--- src/rtl/dcw_pkg.sv ---
package dcw_pkg;

    // Register byte addresses
    localparam logic [3:0]  DCW_OFF_CMD      = 4'h0;
    localparam logic [3:0]  DCW_OFF_MPR      = 4'h4;
    localparam logic [3:0]  DCW_OFF_CTRL     = 4'h8;
    localparam logic [3:0]  DCW_OFF_STAT     = 4'hC;

    localparam logic [15:0] DCW_CMD_RESET    = 16'h0000;
    localparam logic [15:0] DCW_MPR_RESET    = 16'h0000;

    // Command word field positions
    localparam int DCW_BIT_MARKER   = 0;
    localparam int DCW_BIT_STATUS   = 1;
    localparam int DCW_BIT_DIR      = 2;
    localparam int DCW_BIT_RST      = 3;
    localparam int DCW_BIT_SURFACE  = 4;
    localparam int DCW_DIFF_LSB     = 7;
    localparam int DCW_DIFF_W       = 9;

    // Control register bits
    localparam int DCW_CTRL_GO      = 0;
    // Status register bits
    localparam int DCW_STAT_BUSY    = 0;
    localparam int DCW_STAT_FAULT   = 1;
    localparam int DCW_STAT_SEEK    = 2;
    localparam int DCW_STAT_GSTAT   = 3;
    localparam int DCW_STAT_BADFMT  = 4;

    // Serialiser: shift enable every DCW_BIT_DIV cycles
    localparam int DCW_BIT_DIV      = 4;

    localparam logic [1:0] DCW_RESP_OKAY   = 2'b00;
    localparam logic [1:0] DCW_RESP_SLVERR = 2'b10;

    typedef enum logic [1:0] {
        DCW_FN_NONE,
        DCW_FN_SEEK,
        DCW_FN_GSTAT,
        DCW_FN_BAD
    } dcw_fn_t;

    // Decoded view of the command word
    typedef struct packed {
        logic [8:0] diff;
        logic       surface;
        logic       dir;
        logic       rst;
        logic       status_req;
        logic       marker;
    } dcw_fields_t;

endpackage

--- src/rtl/dcw_shifter.sv ---
`timescale 1ns/1ps
module dcw_shifter
    import dcw_pkg::*;
#(
    parameter int WIDTH = 16
) (
    // Clock and reset
    input  wire logic             aclk,
    input  wire logic             aresetn,
    // Parallel side
    input  wire logic             load,
    input  wire logic [WIDTH-1:0] word_in,
    output logic                  busy,
    // Bit timing
    input  wire logic             bit_en,
    // Serial side
    output logic                  ser_out,
    output logic                  ser_frame
);

    logic [WIDTH-1:0]         shreg;
    logic [$clog2(WIDTH+1)-1:0] left;

    assign busy      = (left != '0);
    assign ser_frame = busy;

    // LSB first; bit 0 shows at load so the last bit still stands inside the frame
    always_ff @(posedge aclk) begin
        if (!aresetn) begin
            shreg   <= '0;
            left    <= '0;
            ser_out <= 1'b0;
        end else if (load && !busy) begin
            shreg   <= word_in;
            left    <= ($clog2(WIDTH+1))'(WIDTH);
            ser_out <= word_in[0];
        end else if (busy && bit_en) begin
            ser_out <= shreg[1];
            shreg   <= shreg >> 1;
            left    <= left - 1'b1;
        end
    end

endmodule

--- src/rtl/dcw_top.sv ---
// The AXI4-Lite interface to the registers and the register addresses were chosen for this implementation.
`timescale 1ns/1ps
// Functional notes
// - Direction one moves heads toward spindle
// - Direction zero moves heads away
// - Bits 7-15 give cylinders to travel
// - Bit 4 one lower, zero upper head
// - Bit 1 with marker requests status
// - Returned status readable at readback address
// - Reset bit: drive clears errors first
// - Readback address returns buffer output word
// - Status with reset clears fault flag
// - Command word cleared, fully read/write
module dcw_top
    import dcw_pkg::*;
#(
    parameter int WORD_W = 16
) (
    // Clock and reset
    input  wire logic              aclk,
    input  wire logic              aresetn,
    // AXI4-Lite write address
    input  wire logic [3:0]        s_axi_awaddr,
    input  wire logic              s_axi_awvalid,
    output logic                   s_axi_awready,
    // AXI4-Lite write data
    input  wire logic [31:0]       s_axi_wdata,
    input  wire logic [3:0]        s_axi_wstrb,
    input  wire logic              s_axi_wvalid,
    output logic                   s_axi_wready,
    // AXI4-Lite write response
    output logic [1:0]             s_axi_bresp,
    output logic                   s_axi_bvalid,
    input  wire logic              s_axi_bready,
    // AXI4-Lite read address
    input  wire logic [3:0]        s_axi_araddr,
    input  wire logic              s_axi_arvalid,
    output logic                   s_axi_arready,
    // AXI4-Lite read data
    output logic [31:0]            s_axi_rdata,
    output logic [1:0]             s_axi_rresp,
    output logic                   s_axi_rvalid,
    input  wire logic              s_axi_rready,
    // Drive bus
    output logic                   drv_cmd_data,
    output logic                   drv_cmd_frame,
    input  wire logic              drv_status_valid,
    input  wire logic [WORD_W-1:0] drv_status_word,
    input  wire logic              drv_error,
    // Decoded seek command for the drive side
    output logic                   seek_toward_spindle,
    output logic                   seek_surface_lower,
    output logic [8:0]             seek_cylinders
);

    logic [WORD_W-1:0] disk_command_word;
    logic [WORD_W-1:0] multipurpose_readback;
    logic              drive_fault_flag;
    logic              wait_status;
    logic              seek_done;
    logic              gstat_done;
    logic              bad_format;
    logic [1:0]        div_cnt;
    logic              aw_held;
    logic              w_held;
    logic [3:0]        aw_addr_q;
    logic [31:0]       w_data_q;
    logic [3:0]        w_strb_q;

    dcw_fields_t       f;
    dcw_fn_t           fn;
    logic              sh_busy;
    logic              bit_en;
    logic              issue;
    logic              do_write;
    logic              wr_cmd;
    logic              wr_ctrl;
    logic              wr_ok;
    logic [WORD_W-1:0] next_cmd;
    logic [31:0]       rd_word;
    logic              rd_ok;
    logic              busy;

    assign f = dcw_fields_t'({disk_command_word[15:7], disk_command_word[DCW_BIT_SURFACE],
                              disk_command_word[DCW_BIT_DIR], disk_command_word[DCW_BIT_RST],
                              disk_command_word[DCW_BIT_STATUS],
                              disk_command_word[DCW_BIT_MARKER]});

    // Function classification from marker and status-request bits
    wire seek_fmt  = f.marker && !f.status_req && !f.rst
                     && disk_command_word[6:5] == 2'b00;
    wire gstat_fmt = f.marker && f.status_req && !f.dir
                     && disk_command_word[15:4] == 12'h000;
    assign fn = !f.marker ? DCW_FN_NONE :
                f.status_req ? (gstat_fmt ? DCW_FN_GSTAT : DCW_FN_BAD) :
                seek_fmt ? DCW_FN_SEEK : DCW_FN_BAD;

    assign busy = sh_busy || wait_status;

    // AXI write path: address and data accepted in either order
    assign s_axi_awready = !aw_held && !s_axi_bvalid;
    assign s_axi_wready  = !w_held && !s_axi_bvalid;
    wire aw_now   = aw_held || (s_axi_awvalid && s_axi_awready);
    wire w_now    = w_held || (s_axi_wvalid && s_axi_wready);
    wire [3:0]  wa = aw_held ? aw_addr_q : s_axi_awaddr;
    wire [31:0] wd = w_held ? w_data_q : s_axi_wdata;
    wire [3:0]  ws = w_held ? w_strb_q : s_axi_wstrb;
    assign do_write = aw_now && w_now && !s_axi_bvalid;
    assign wr_cmd   = do_write && wa == DCW_OFF_CMD;
    assign wr_ctrl  = do_write && wa == DCW_OFF_CTRL;
    assign wr_ok    = wa == DCW_OFF_CMD || wa == DCW_OFF_CTRL;
    // Writing while a command is on the wire would corrupt it; held off
    assign issue    = wr_ctrl && ws[0] && wd[DCW_CTRL_GO] && !busy
                      && (fn == DCW_FN_SEEK || fn == DCW_FN_GSTAT);

    assign next_cmd = {ws[1] ? wd[15:8] : disk_command_word[15:8],
                       ws[0] ? wd[7:0]  : disk_command_word[7:0]};

    // AXI read decode
    assign s_axi_arready = !s_axi_rvalid;
    assign rd_ok = s_axi_araddr == DCW_OFF_CMD || s_axi_araddr == DCW_OFF_MPR
                   || s_axi_araddr == DCW_OFF_CTRL || s_axi_araddr == DCW_OFF_STAT;
    always_comb begin
        rd_word = 32'h0000_0000;
        case (s_axi_araddr)
            DCW_OFF_CMD:  rd_word[WORD_W-1:0] = disk_command_word;
            DCW_OFF_MPR:  rd_word[WORD_W-1:0] = multipurpose_readback;
            DCW_OFF_STAT: rd_word[4:0] = {bad_format, gstat_done, seek_done,
                                          drive_fault_flag, busy};
            default:      rd_word = 32'h0000_0000;
        endcase
    end

    assign bit_en = (div_cnt == 2'(DCW_BIT_DIV - 1));

    always_ff @(posedge aclk) begin
        if (!aresetn) begin
            aw_held <= 1'b0;
            w_held  <= 1'b0;
            aw_addr_q <= 4'h0;
            w_data_q  <= 32'h0000_0000;
            w_strb_q  <= 4'h0;
            s_axi_bvalid <= 1'b0;
            s_axi_bresp  <= DCW_RESP_OKAY;
        end else begin
            if (s_axi_awvalid && s_axi_awready && !do_write) begin
                aw_held   <= 1'b1;
                aw_addr_q <= s_axi_awaddr;
            end
            if (s_axi_wvalid && s_axi_wready && !do_write) begin
                w_held   <= 1'b1;
                w_data_q <= s_axi_wdata;
                w_strb_q <= s_axi_wstrb;
            end
            if (do_write) begin
                aw_held      <= 1'b0;
                w_held       <= 1'b0;
                s_axi_bvalid <= 1'b1;
                s_axi_bresp  <= wr_ok ? DCW_RESP_OKAY : DCW_RESP_SLVERR;
            end else if (s_axi_bready) begin
                s_axi_bvalid <= 1'b0;
            end
        end
    end

    always_ff @(posedge aclk) begin
        if (!aresetn) begin
            s_axi_rvalid <= 1'b0;
            s_axi_rdata  <= 32'h0000_0000;
            s_axi_rresp  <= DCW_RESP_OKAY;
        end else if (s_axi_arvalid && s_axi_arready) begin
            s_axi_rvalid <= 1'b1;
            s_axi_rdata  <= rd_word;
            s_axi_rresp  <= rd_ok ? DCW_RESP_OKAY : DCW_RESP_SLVERR;
        end else if (s_axi_rready) begin
            s_axi_rvalid <= 1'b0;
        end
    end

    always_ff @(posedge aclk) begin
        if (!aresetn) begin
            disk_command_word <= DCW_CMD_RESET;
        end else if (wr_cmd && !busy) begin
            disk_command_word <= next_cmd;
        end
    end

    // Function sequencing and status capture
    always_ff @(posedge aclk) begin
        if (!aresetn) begin
            div_cnt               <= 2'h0;
            wait_status           <= 1'b0;
            multipurpose_readback <= DCW_MPR_RESET;
            seek_done             <= 1'b0;
            gstat_done            <= 1'b0;
            bad_format            <= 1'b0;
            seek_toward_spindle   <= 1'b0;
            seek_surface_lower    <= 1'b0;
            seek_cylinders        <= 9'h000;
        end else begin
            // Restart at issue so every bit lasts a full divider period
            div_cnt <= (bit_en || issue) ? 2'h0 : div_cnt + 2'h1;
            if (wr_ctrl && ws[0] && wd[DCW_CTRL_GO] && fn == DCW_FN_BAD) begin
                bad_format <= 1'b1;
            end else if (issue) begin
                bad_format <= 1'b0;
            end
            if (issue) begin
                seek_done  <= 1'b0;
                gstat_done <= 1'b0;
            end
            if (issue && fn == DCW_FN_SEEK) begin
                seek_toward_spindle <= f.dir;
                seek_surface_lower  <= f.surface;
                seek_cylinders      <= f.diff;
                seek_done           <= 1'b1;
            end
            if (issue && fn == DCW_FN_GSTAT) begin
                wait_status <= 1'b1;
            end else if (wait_status && !sh_busy && drv_status_valid) begin
                // Drive applies its error reset before answering
                wait_status           <= 1'b0;
                multipurpose_readback <= drv_status_word;
                gstat_done            <= 1'b1;
            end
        end
    end

    // Fault follows the drive line; set while drv_error is high, cleared the cycle after the drive drops it
    always_ff @(posedge aclk) begin
        if (!aresetn) begin
            drive_fault_flag <= 1'b0;
        end else if (drv_error) begin
            drive_fault_flag <= 1'b1;
        end else if (wait_status && !sh_busy && drv_status_valid && f.rst) begin
            drive_fault_flag <= 1'b0;
        end else begin
            drive_fault_flag <= drv_error;
        end
    end

    dcw_shifter #(
        .WIDTH (WORD_W)
    ) u_shifter (
        .aclk      (aclk),
        .aresetn   (aresetn),
        .load      (issue),
        .word_in   (disk_command_word),
        .busy      (sh_busy),
        .bit_en    (bit_en),
        .ser_out   (drv_cmd_data),
        .ser_frame (drv_cmd_frame)
    );

endmodule
--- config.mk ---
export PLATFORM = sky130hd
export DESIGN_NAME = dcw_top
export DESIGN_NICKNAME = d
export VERILOG_FILES = /design/src/rtl/dcw_pkg.sv /design/src/rtl/dcw_shifter.sv /design/src/rtl/dcw_top.sv
export SDC_FILE = /design/constraint.sdc
export NUM_CORES = 1
export LEC_CHECK = 0
export BUFFER_PORTS_ARGS = -buffer_cell sky130_fd_sc_hd__clkbuf_2
export CORE_MARGIN = 2
export CORE_UTILIZATION = 50
export DETAILED_ROUTE_END_ITERATION = 10
export PLACE_DENSITY = 0.81
export SKIP_LAST_GASP = 1
export SLEW_MARGIN = 20
export SYNTH_ARGS = -nofsm -noshare
export SYNTH_HDL_FRONTEND = slang
export SYNTH_HIERARCHICAL = 1
export SYNTH_SLANG_ARGS = --single-unit
--- constraint.sdc ---
create_clock -name aclk -period 7.7 [get_ports aclk]
set_input_delay 0.385 -clock aclk [delete_from_list [all_inputs] [get_ports aclk]]
set_output_delay 0.385 -clock aclk [all_outputs]
set_load 0.02 [all_outputs]
# After elaboration in Yosys (flattened, before gate mapping)
# Index checks and enable logic that the tools add are counted.
[classes]
addsub = 2
multipliers = 0
div_mod_pow = 0
magnitude_cmp = 0
n_eq_ne = 8
shifts = 0
mux = 30
bitwise_logic = 2
n_reduce_logical = 65
[op_table]
columns = ["operator", "count"]
rows = [
  ["two-way mux 16 bit", 3],
  ["logical AND 1 bit", 29],
  ["one-hot mux 11 bit (2 select lines)", 1],
  ["two-way mux 1 bit", 16],
  ["one-hot mux 5 bit (3 select lines)", 1],
  ["== test 4 bit (second input constant)", 3],
  ["logical NOT 12 bit", 1],
  ["two-way mux 2 bit", 6],
  ["nonzero test 2 bit", 6],
  ["logical NOT 1 bit", 10],
  ["two-way mux 5 bit", 2],
  ["logical OR 1 bit", 9],
  ["logical NOT 4 bit", 2],
  ["== test 2 bit (second input constant)", 3],
  ["AND reduction 2 bit", 3],
  ["OR reduction 2 bit", 3],
  ["nonzero test 5 bit", 1],
  ["subtractor 5 x 1 -> 5 bit (second input constant)", 1],
  ["== test 4 x 3 -> 1 bit (second input constant)", 1],
  ["two-way mux 4 bit", 1],
  ["adder 2 x 1 -> 2 bit (second input constant)", 1],
  ["== test 2 x 1 -> 1 bit (second input constant)", 1],
  ["logical NOT 2 bit", 1],
  ["inverter 1 bit", 2],
]
[totals]
reg_bits = 118
latch_bits = 0
ramBits = 0
rom_bits = 0
inputBits = 69
out_inout_bits = 54
elab_cells = 133
mem_count = 0

# Logic depth before layout (Yosys ltp)
# Gate-level depths: netlist (run 1).
[depth]
word_depth = 14
depth_mapped = 13
ltp_nobuf = 10

# By module
# The synthesis (run 1) kept the hierarchy.
[modules_own_cells]
columns = ["module", "n_inst", "cells_per_inst", "area_each_um2", "seq_area_each_um2"]
rows = [
  ["dcw_top", 1, 429, 4150.2, 1881.8],
  ["dcw_shifter", 1, 124, 1138.6, 420.4],
]

# Worst setup path before layout (run 1)
# OpenSTA, ideal clock, no wires.
[synth_timing]
path_type = "register -> register"
start = "reg u_shifter.left[0]"
end = "reg u_shifter.shreg[10]"
setup_ps = 122
arrival_time_ps = 2695
required_ps = 7578
path_slack_ps = 4884
stages_incl_launch_ff = 14
path_buffers = 3
path_cell_list = "dfxtp_1 -> inv_1 -> ha_1 -> nor4b_4 -> inv_2 -> buf_2 -> nor2_1 -> nand3_1 -> nor3b_4 -> nand4bb_1 -> clkbuf_1 -> buf_2 -> or3_1 -> o311a_1"
[synth_via]
elab_chain_cells = 7
word_cells_on_any_way = 10
cone_classes = "1 x mux; 9 x reduce/logical"
[synth_lines]
columns = ["element", "line_no", "text"]
rows = [
  ["from (decl)", "dcw_shifter.sv:22", "logic [$clog2(WIDTH+1)-1:0] left;"],
  ["from (signal assigned)", "dcw_shifter.sv:35", "left <= ($clog2(WIDTH+1))'(WIDTH);"],
  ["from (signal assigned)", "dcw_shifter.sv:40", "left <= left - 1'b1;"],
  ["nonzero test 5 bit *", "dcw_shifter.sv:24", "assign busy = (left != '0);"],
  ["named net sh_busy", "dcw_top.sv:72", "logic sh_busy;"],
  ["logical OR 1 bit *", "dcw_top.sv:98", "assign busy = sh_busy || wait_status;"],
  ["logical NOT 1 bit *", "dcw_top.sv:113", "assign issue = wr_ctrl && ws[0] && wd[DCW_CTRL_GO] && !busy"],
  ["logical AND 1 bit *", "dcw_top.sv:113", ""],
  ["logical AND 1 bit *", "dcw_top.sv:114", "&& (fn == DCW_FN_SEEK || fn == DCW_FN_GSTAT);"],
  ["named net issue", "dcw_top.sv:74", "logic issue;"],
  ["logical AND 1 bit *", "dcw_shifter.sv:33", "end else if (load && !busy) begin"],
  ["two-way mux 16 bit / nonzero test 2 bit (equally long branches)", "n/a", ""],
  ["to (signal assigned)", "dcw_shifter.sv:34", "shreg <= word_in;"],
  ["to (signal assigned)", "dcw_shifter.sv:39", "shreg <= shreg >> 1;"],
  ["to (decl)", "dcw_shifter.sv:21", "logic [WIDTH-1:0] shreg;"],
]
# The timed path passes the listed nets; every way through them passes the cells marked *.
# A chain may end at the register's enable or synchronous reset.

# Worst setup path in the final report (run 1)
[layout_timing]
start = "reg u_shifter.left[0]"
end = "reg u_shifter.shreg[4]"
[layout_via]
elab_chain_cells = 7
word_cells_on_any_way = 10
cone_classes = "1 x mux; 9 x reduce/logical"
[layout_lines]
columns = ["element", "line_no"]
rows = [
  ["nonzero test 5 bit *", "dcw_shifter.sv:24"],
  ["logical OR 1 bit *", "dcw_top.sv:98"],
  ["logical NOT 1 bit *", "dcw_top.sv:113"],
  ["logical AND 1 bit *", "dcw_top.sv:113"],
  ["logical AND 1 bit *", "dcw_top.sv:114"],
  ["named net issue", "dcw_top.sv:74"],
  ["logical AND 1 bit *", "dcw_shifter.sv:33"],
  ["two-way mux 16 bit / nonzero test 2 bit (equally long branches)", "n/a"],
]
# Marked as above.

==> results_dict.tcl, run 1 <==
set metrics [dict create \
    p_clk_frac 0.513 \
    fin_crit_sh 0.570 \
    port_buffers 86 \
    ir_drop_uv 131 \
    wirelength_um 13300 \
    post_cts.repair.setup_buffers 0 \
    postRouteAntennaNets 0 \
    grt_use_met2 0.395 \
    wl_per_cell_um 17.4 \
    status "complete, no violations" \
    switchingPower_mw 0.375 \
    max_freq_ghz 0.228 \
    die_area_um2 11400 \
    crit_required_ns 8.15 \
    hold_class "in2reg" \
    synth_enable_flop_cells 0 \
    grt_pass1_wl_um 21500 \
    drv_slew 0 \
    first_pass_iters 5 \
    crit_end "u_shifter/shreg[4]" \
    grt-busiest-layer "met2" \
    p_total_mw 1.57 \
    gr-usage-met1 0.296 \
    start_kind "flip-flop" \
    synthTopCellsByCount "dfxtp_1, nor2_1, mux2i_1" \
    cts_max_path_buffers 2 \
    gr-total-overflow 0 \
    cellPowerDensity_nw_per_um2 251 \
    ctsHoldBuffers 0 \
    slew_headroom 0.258 \
    grtUsageTotal 0.237 \
    numCtsBuffers 17 \
    vias_per_cell 5.94 \
    cts_tree "yes" \
    swShare 0.239 \
    fin_cells 764 \
    synth.distinct_cells 60 \
    period_minus_slack_ns 4.39 \
    pwr-share-seq 0.404 \
    antenna_cells 0 \
    end_kind "flip-flop" \
    finalSetupViolations 0 \
    path_clk_slew_ns 0.06 \
    fillerInstances 840 \
    path_class "reg2reg" \
    hold_viol 0 \
    synthFlopType "dfxtp_1" \
    ys_seq_elements 115 \
    yosysSeqAreaShare 0.435 \
    r2r_setup_slack_ns 3.31 \
    cp-startpoint "u_shifter/left[0]" \
    synth_cells 553 \
    syn2layout_area_growth_pct 18.0 \
    pwr-share-comb 0.083 \
    die_h_um 107 \
    io_pins 123 \
    synth.cell_area_um2 5290 \
    gp_congestion 0.825 \
    grt_pass1_vias 4280 \
    rows 37 \
    critPathArrivalTime_ns 4.83 \
    synth_area_per_cell_um2 9.56 \
    clock-root-buffer "clkbuf_8" \
    leakage_nw 2.65 \
    maxCapViolations 0 \
    antenna_found_initial 0 \
    reg2regPathDepth 10 \
    skew_ns 0.00708 \
    crit_fanout 36 \
    dp_hpwl_um 8710 \
    drt_iter0_drc 343 \
    drive_above_1_share 0.242 \
    grt_max_degree 70 \
    cts_sinks 115 \
    fin_nets 689 \
    async_flop_share 0 \
    multi_input_area_um2 2620 \
    yosys.area.top_type "dfxtp_1" \
    htree_num_levels 4 \
    yosys_warnings 6 \
    dieWidth_um 107 \
    via_count 4537 \
    core_area_um2 10300 \
    worst-slew-pin-transition_ns 1.11 \
    clk-insertion-delay-late_ns 0.51 \
    drc_errors 0 \
    seq_area_um2 2300 \
    start_util 0.515 \
    tns_ns 0 \
    synth.most_common_cell "dfxtp_1" \
    place_inst 732 \
    timing.rr.end "u_shifter/shreg[4]" \
    grtUsageMet3 0.0541 \
    reg2reg_from "u_shifter/left[0]" \
    internal-power_mw 1.19 \
    rsz0062_at_grt "false" \
    synth_area_leaders "dfxtp_1, mux2i_1, nor2_1" \
    synth_top_area_share 0.435 \
    cts-resized-gates 0 \
]
==> power by group through the flow <==
stage | clock network, mW | registers [mW] | logic [mW]
floorplan | 0 | 0.641 | 0.0993
global route | 0.845 | 0.635 | 0.143
detailed placement | 0 | 0.645 | 0.129
finish | 0.805 | 0.633 | 0.131
CTS | 0.813 | 0.632 | 0.130
global placement | 0 | 0.643 | 0.125
==> worst max-delay path, cell delays in order, from the launching register on <==
cell       delay [ns]
dfxtp_1          0.31
inv_1            0.08
ha_1             0.26
nor4b_4          0.37
inv_2            0.30
nor2_1           0.43
nand3_1          0.19
nor3b_4          0.37
nand4bb_1        0.62
nor2_1           1.07
o311a_1          0.31
==> registers in the layout, indices dropped and copies added (netlist names), 2 cells and up <==
signal / count
s_axi_rdata: 16
seek_cylinders: 9
multipurpose_readback: 16
u_shifter/left: 5
w_data_q: 16
disk_command_word: 16
w_strb_q: 2
aw_addr_q: 4
u_shifter/shreg: 16
div_cnt: 2
==> per-stage QoR <==
| stage | area (um^2) | worst slack [ns] | util | hold slack (ns) |
|---|---|---|---|---|
| 2_1_floorplan | 5350 | 4.88 | - | 0.407 |
| 3_3_place_gp | 5620 | 3.64 | 0.547 | 0.415 |
| 3_5_place_dp | 5620 | 3.46 | 0.547 | 0.428 |
| 4_1_cts | 6230 | 3.42 | 0.607 | 0.0622 |
| 5_1_grt | 6240 | 2.98 | 0.607 | 0.0637 |
| 6_report | 6240 | 3.31 | 0.607 | 0.0770 |
==> worst min path at each step <==
stage / from / endpoint / slack, ns / cells after the start
global route: drv_status_word[13] / multipurpose_readback[13] / 0.06 / 2
finish: drv_status_word[10] / multipurpose_readback[10] / 0.08 / 2
detailed placement: div_cnt[0] / div_cnt[0] / 0.43 / 1
CTS: drv_error / drive_fault_flag / 0.06 / 2
floorplan: div_cnt[0] / div_cnt[0] / 0.41 / 1
global placement: div_cnt[0] / div_cnt[0] / 0.41 / 1
==> layout make-up <==
type | count | area share
timing repair buffer | 90 | 0.0738
clock buffer | 19 | 0.0692
multi-input combinational | 372 | 0.420
inverter | 19 | 0.0114
clock inverter | 13 | 0.0295
tap | 136 | 0.0273
sequential | 115 | 0.369
==> layer usage <==
metal  share of wire  vias to the layer above
met5               0                        -
met4           0.025                        0
met3           0.067                       36
met2            0.50                      214
met1            0.41                     2173
li1                -                     2114
==> cell families (layout without fill, tap and decap cells) <==
kind of cell,count (synthesis),count (layout),share of synthesized area
adder cells (fa/ha/maj),5,5,0.0118
AO/OA/AOI/OAI,139,139,0.209
buffers and inverters,83,141,0.0823
flip-flops,115,115,0.435
AND/OR/NAND/NOR,161,161,0.168
other,1,18,0.000709
multiplexers,49,49,0.0932
==> layout by cell type, fill, tap and decap left out, types with 3 or more instances in the layout <==
cell type / instances
clkbuf_16: 16
a22oi_1: 5
o311a_1: 14
o21ai_0: 19
a21boi_0: 14
or3_1: 15
a22o_1: 16
clkinvlp_4: 3
dfxtp_1: 114
conb_1: 18
ha_1: 5
clkbuf_2: 86
a221oi_1: 11
nand2_1: 30
a21oi_1: 15
bufinv_16: 4
a31oi_1: 10
inv_1: 17
mux2i_1: 47
clkinv_2: 3
o22ai_1: 5
and2_1: 4
nor4_1: 6
a211oi_2: 8
o221a_2: 8
buf_4: 4
nor2_1: 51
nand3_1: 7
clkinv_4: 3
nor3b_1: 9
and3_1: 17
Power figures use the tool's default switching activity.
==> inputs of run 2 (changes only) <==
--- a/config.mk
+++ b/config.mk
@@ -7,9 +7,9 @@
 export LEC_CHECK = 0
 export BUFFER_PORTS_ARGS = -buffer_cell sky130_fd_sc_hd__clkbuf_2
 export CORE_MARGIN = 2
-export CORE_UTILIZATION = 50
+export CORE_UTILIZATION = 49
 export DETAILED_ROUTE_END_ITERATION = 10
-export PLACE_DENSITY = 0.81
+export PLACE_DENSITY = 0.83
 export SKIP_LAST_GASP = 1
 export SLEW_MARGIN = 20
 export SYNTH_ARGS = -nofsm -noshare
==> constraint.sdc (replaced) <==
create_clock -name aclk -period 3.89 [get_ports aclk]
set_input_delay 0.1945 -clock aclk [delete_from_list [all_inputs] [get_ports aclk]]
set_output_delay 0.1945 -clock aclk [all_outputs]
set_load 0.02 [all_outputs]
==> run 2 against run 1 <==
Final cell count up 6.3%. Sequential share of layout area fell by 2.4 points. Highest routed layer unchanged. Utilization up 3.3 points. Critical path depth is the same. Register-to-register slack worse by 2.6 ns. Clock-buffer cell count decreased by 1. Non-clock buffer count rose by 48. Routed wire length increased by 5.7%. Setup slack got worse by 2.6 ns. Via count is 4.3% higher. Maximum frequency rose by 37%. Clock power is 89% higher.
==> results_dict.tcl, run 2 (synthesized netlist as in run 1, its figures left out) <==
set metrics [dict create \
    status "complete, no violations" \
    htree_num_levels 4 \
    crit_fanout 11 \
    place_inst 738 \
    antenna_found_initial 0 \
    tns_ns 0 \
    gp_congestion 0.796 \
    drv_slew 0 \
    grt_pass1_wl_um 22800 \
    via_count 4732 \
    skew_ns 0.00991 \
    start_kind "flip-flop" \
    path_class "reg2reg" \
    slew_headroom 0.262 \
    path_clk_slew_ns 0.06 \
    wirelength_um 14100 \
    antenna_cells 0 \
    min_path_cells 3 \
    drc_errors 0 \
    grtUsageTotal 0.250 \
    leakage_nw 2.84 \
    gr-total-overflow 0 \
    core_area_um2 10400 \
    multi_input_area_um2 2620 \
    vias_per_cell 5.83 \
    cellPowerDensity_nw_per_um2 461 \
    timing.rr.end "u_shifter/shreg[0]" \
    drt_iter0_drc 508 \
    reg2reg_from "disk_command_word[1]" \
    grt_pass1_vias 4627 \
    syn2layout_area_growth_pct 26.1 \
    seq_area_um2 2300 \
    cts_sinks 115 \
    fin_cells 812 \
    numCtsBuffers 17 \
    cts_max_path_buffers 2 \
    drive_above_1_share 0.232 \
    most-common-layout-cells "dfxtp_1, clkbuf_2, nor2_1, mux2i_1, dlygate4sd3_1" \
    wl_per_cell_um 17.3 \
    grt_max_degree 69 \
    die_h_um 108 \
    die_area_um2 11600 \
    min-delay-start "drv_status_valid" \
    final_common_cell "dfxtp_1" \
    holdWs_ns 0.0701 \
    io_pins 123 \
    first_pass_iters 8 \
    clk-insertion-delay-late_ns 0.51 \
    start_util 0.508 \
    hold_class "in2reg" \
    finalSetupViolations 0 \
    rows 37 \
    critPathArrivalTime_ns 3.59 \
    p_total_mw 3.07 \
    cts-resized-gates 0 \
    hold_viol 0 \
    end_kind "flip-flop" \
    clock-root-buffer "clkbuf_8" \
    crit_required_ns 4.28 \
    maxCapViolations 0 \
    ir_drop_uv 331 \
    fillerInstances 787 \
    port_buffers 86 \
    worst-slew-pin-transition_ns 1.11 \
    postRouteAntennaNets 0 \
    reg2regPathDepth 10 \
    period_minus_slack_ns 3.19 \
    cts_tree "yes" \
    dieWidth_um 108 \
    final_util 0.640 \
    fin_nets 737 \
    fin_crit_sh 0.820 \
    r2r_setup_slack_ns 0.70 \
    max_freq_ghz 0.313 \
    whs_endpoint "gstat_done" \
    rsz0062_at_grt "false" \
    dp_hpwl_um 8760 \
]
==> run 2: through the flow <==
| step | area, um^2 | setup WS (ns) |
|---|---|---|
| floorplan | 5350 | 1.07 |
| global placement | 5660 | 0.914 |
| detailed placement | 5660 | 0.828 |
| CTS | 6670 | 0.793 |
| global route | 6670 | 0.543 |
| finish | 6670 | 0.699 |
==> run 2: what timing repair did <==
action                                  in CTS  in global routing
buffers inserted                             0                  0
endpoints found under the setup margin       0                  0
hold buffers                                42                  0
hold endpoints to repair                    42                  0
==> run 2: critical path, stage by stage (launching register included) <==
cell and delay (ns):
dfxtp_1 0.47, nor4b_1 0.34, nand4_1 0.12, and2_1 0.21, ha_1 0.34, nand3_1 0.12
nor3b_4 0.36, nand4bb_1 0.35, buf_4 0.29, o221a_2 0.24, o31a_1 0.22
==> run 2: area by class of cell <==
cell class	instances	share of cell area
multi-input combinational	372	0.393
inverter	19	0.0107
sequential	115	0.345
clock inverter	14	0.0244
timing repair buffer	138	0.139
clock buffer	18	0.0627
tap	136	0.0255
==> run 2: worst max path at each step <==
stage          slack, ns             endpoint             startpoint  cells after the start
2_1_floorplan       1.07  u_shifter/shreg[10]      u_shifter/left[0]                     13
3_3_place_gp        0.91   u_shifter/shreg[0]  disk_command_word[12]                     10
3_5_place_dp        0.83   u_shifter/shreg[0]  disk_command_word[13]                     10
4_1_cts             0.79   u_shifter/shreg[0]   disk_command_word[1]                     10
5_1_grt             0.54  u_shifter/shreg[14]   disk_command_word[1]                     10
6_report            0.70   u_shifter/shreg[0]   disk_command_word[1]                     10
==> run 2: report_power, final <==
part / total, mW / switching, mW / internal, mW
Combinational: 0.309 / 0.184 / 0.125
Clock: 1.52 / 0.548 / 0.970
Sequential: 1.24 / 0.0318 / 1.21
==> run 2: routing by layer <==
layer	routed length, um	GRT usage
met4	434	0.0998
met2	7020	0.434
met5	0	0
met1	5700	0.293
met3	897	0.0617
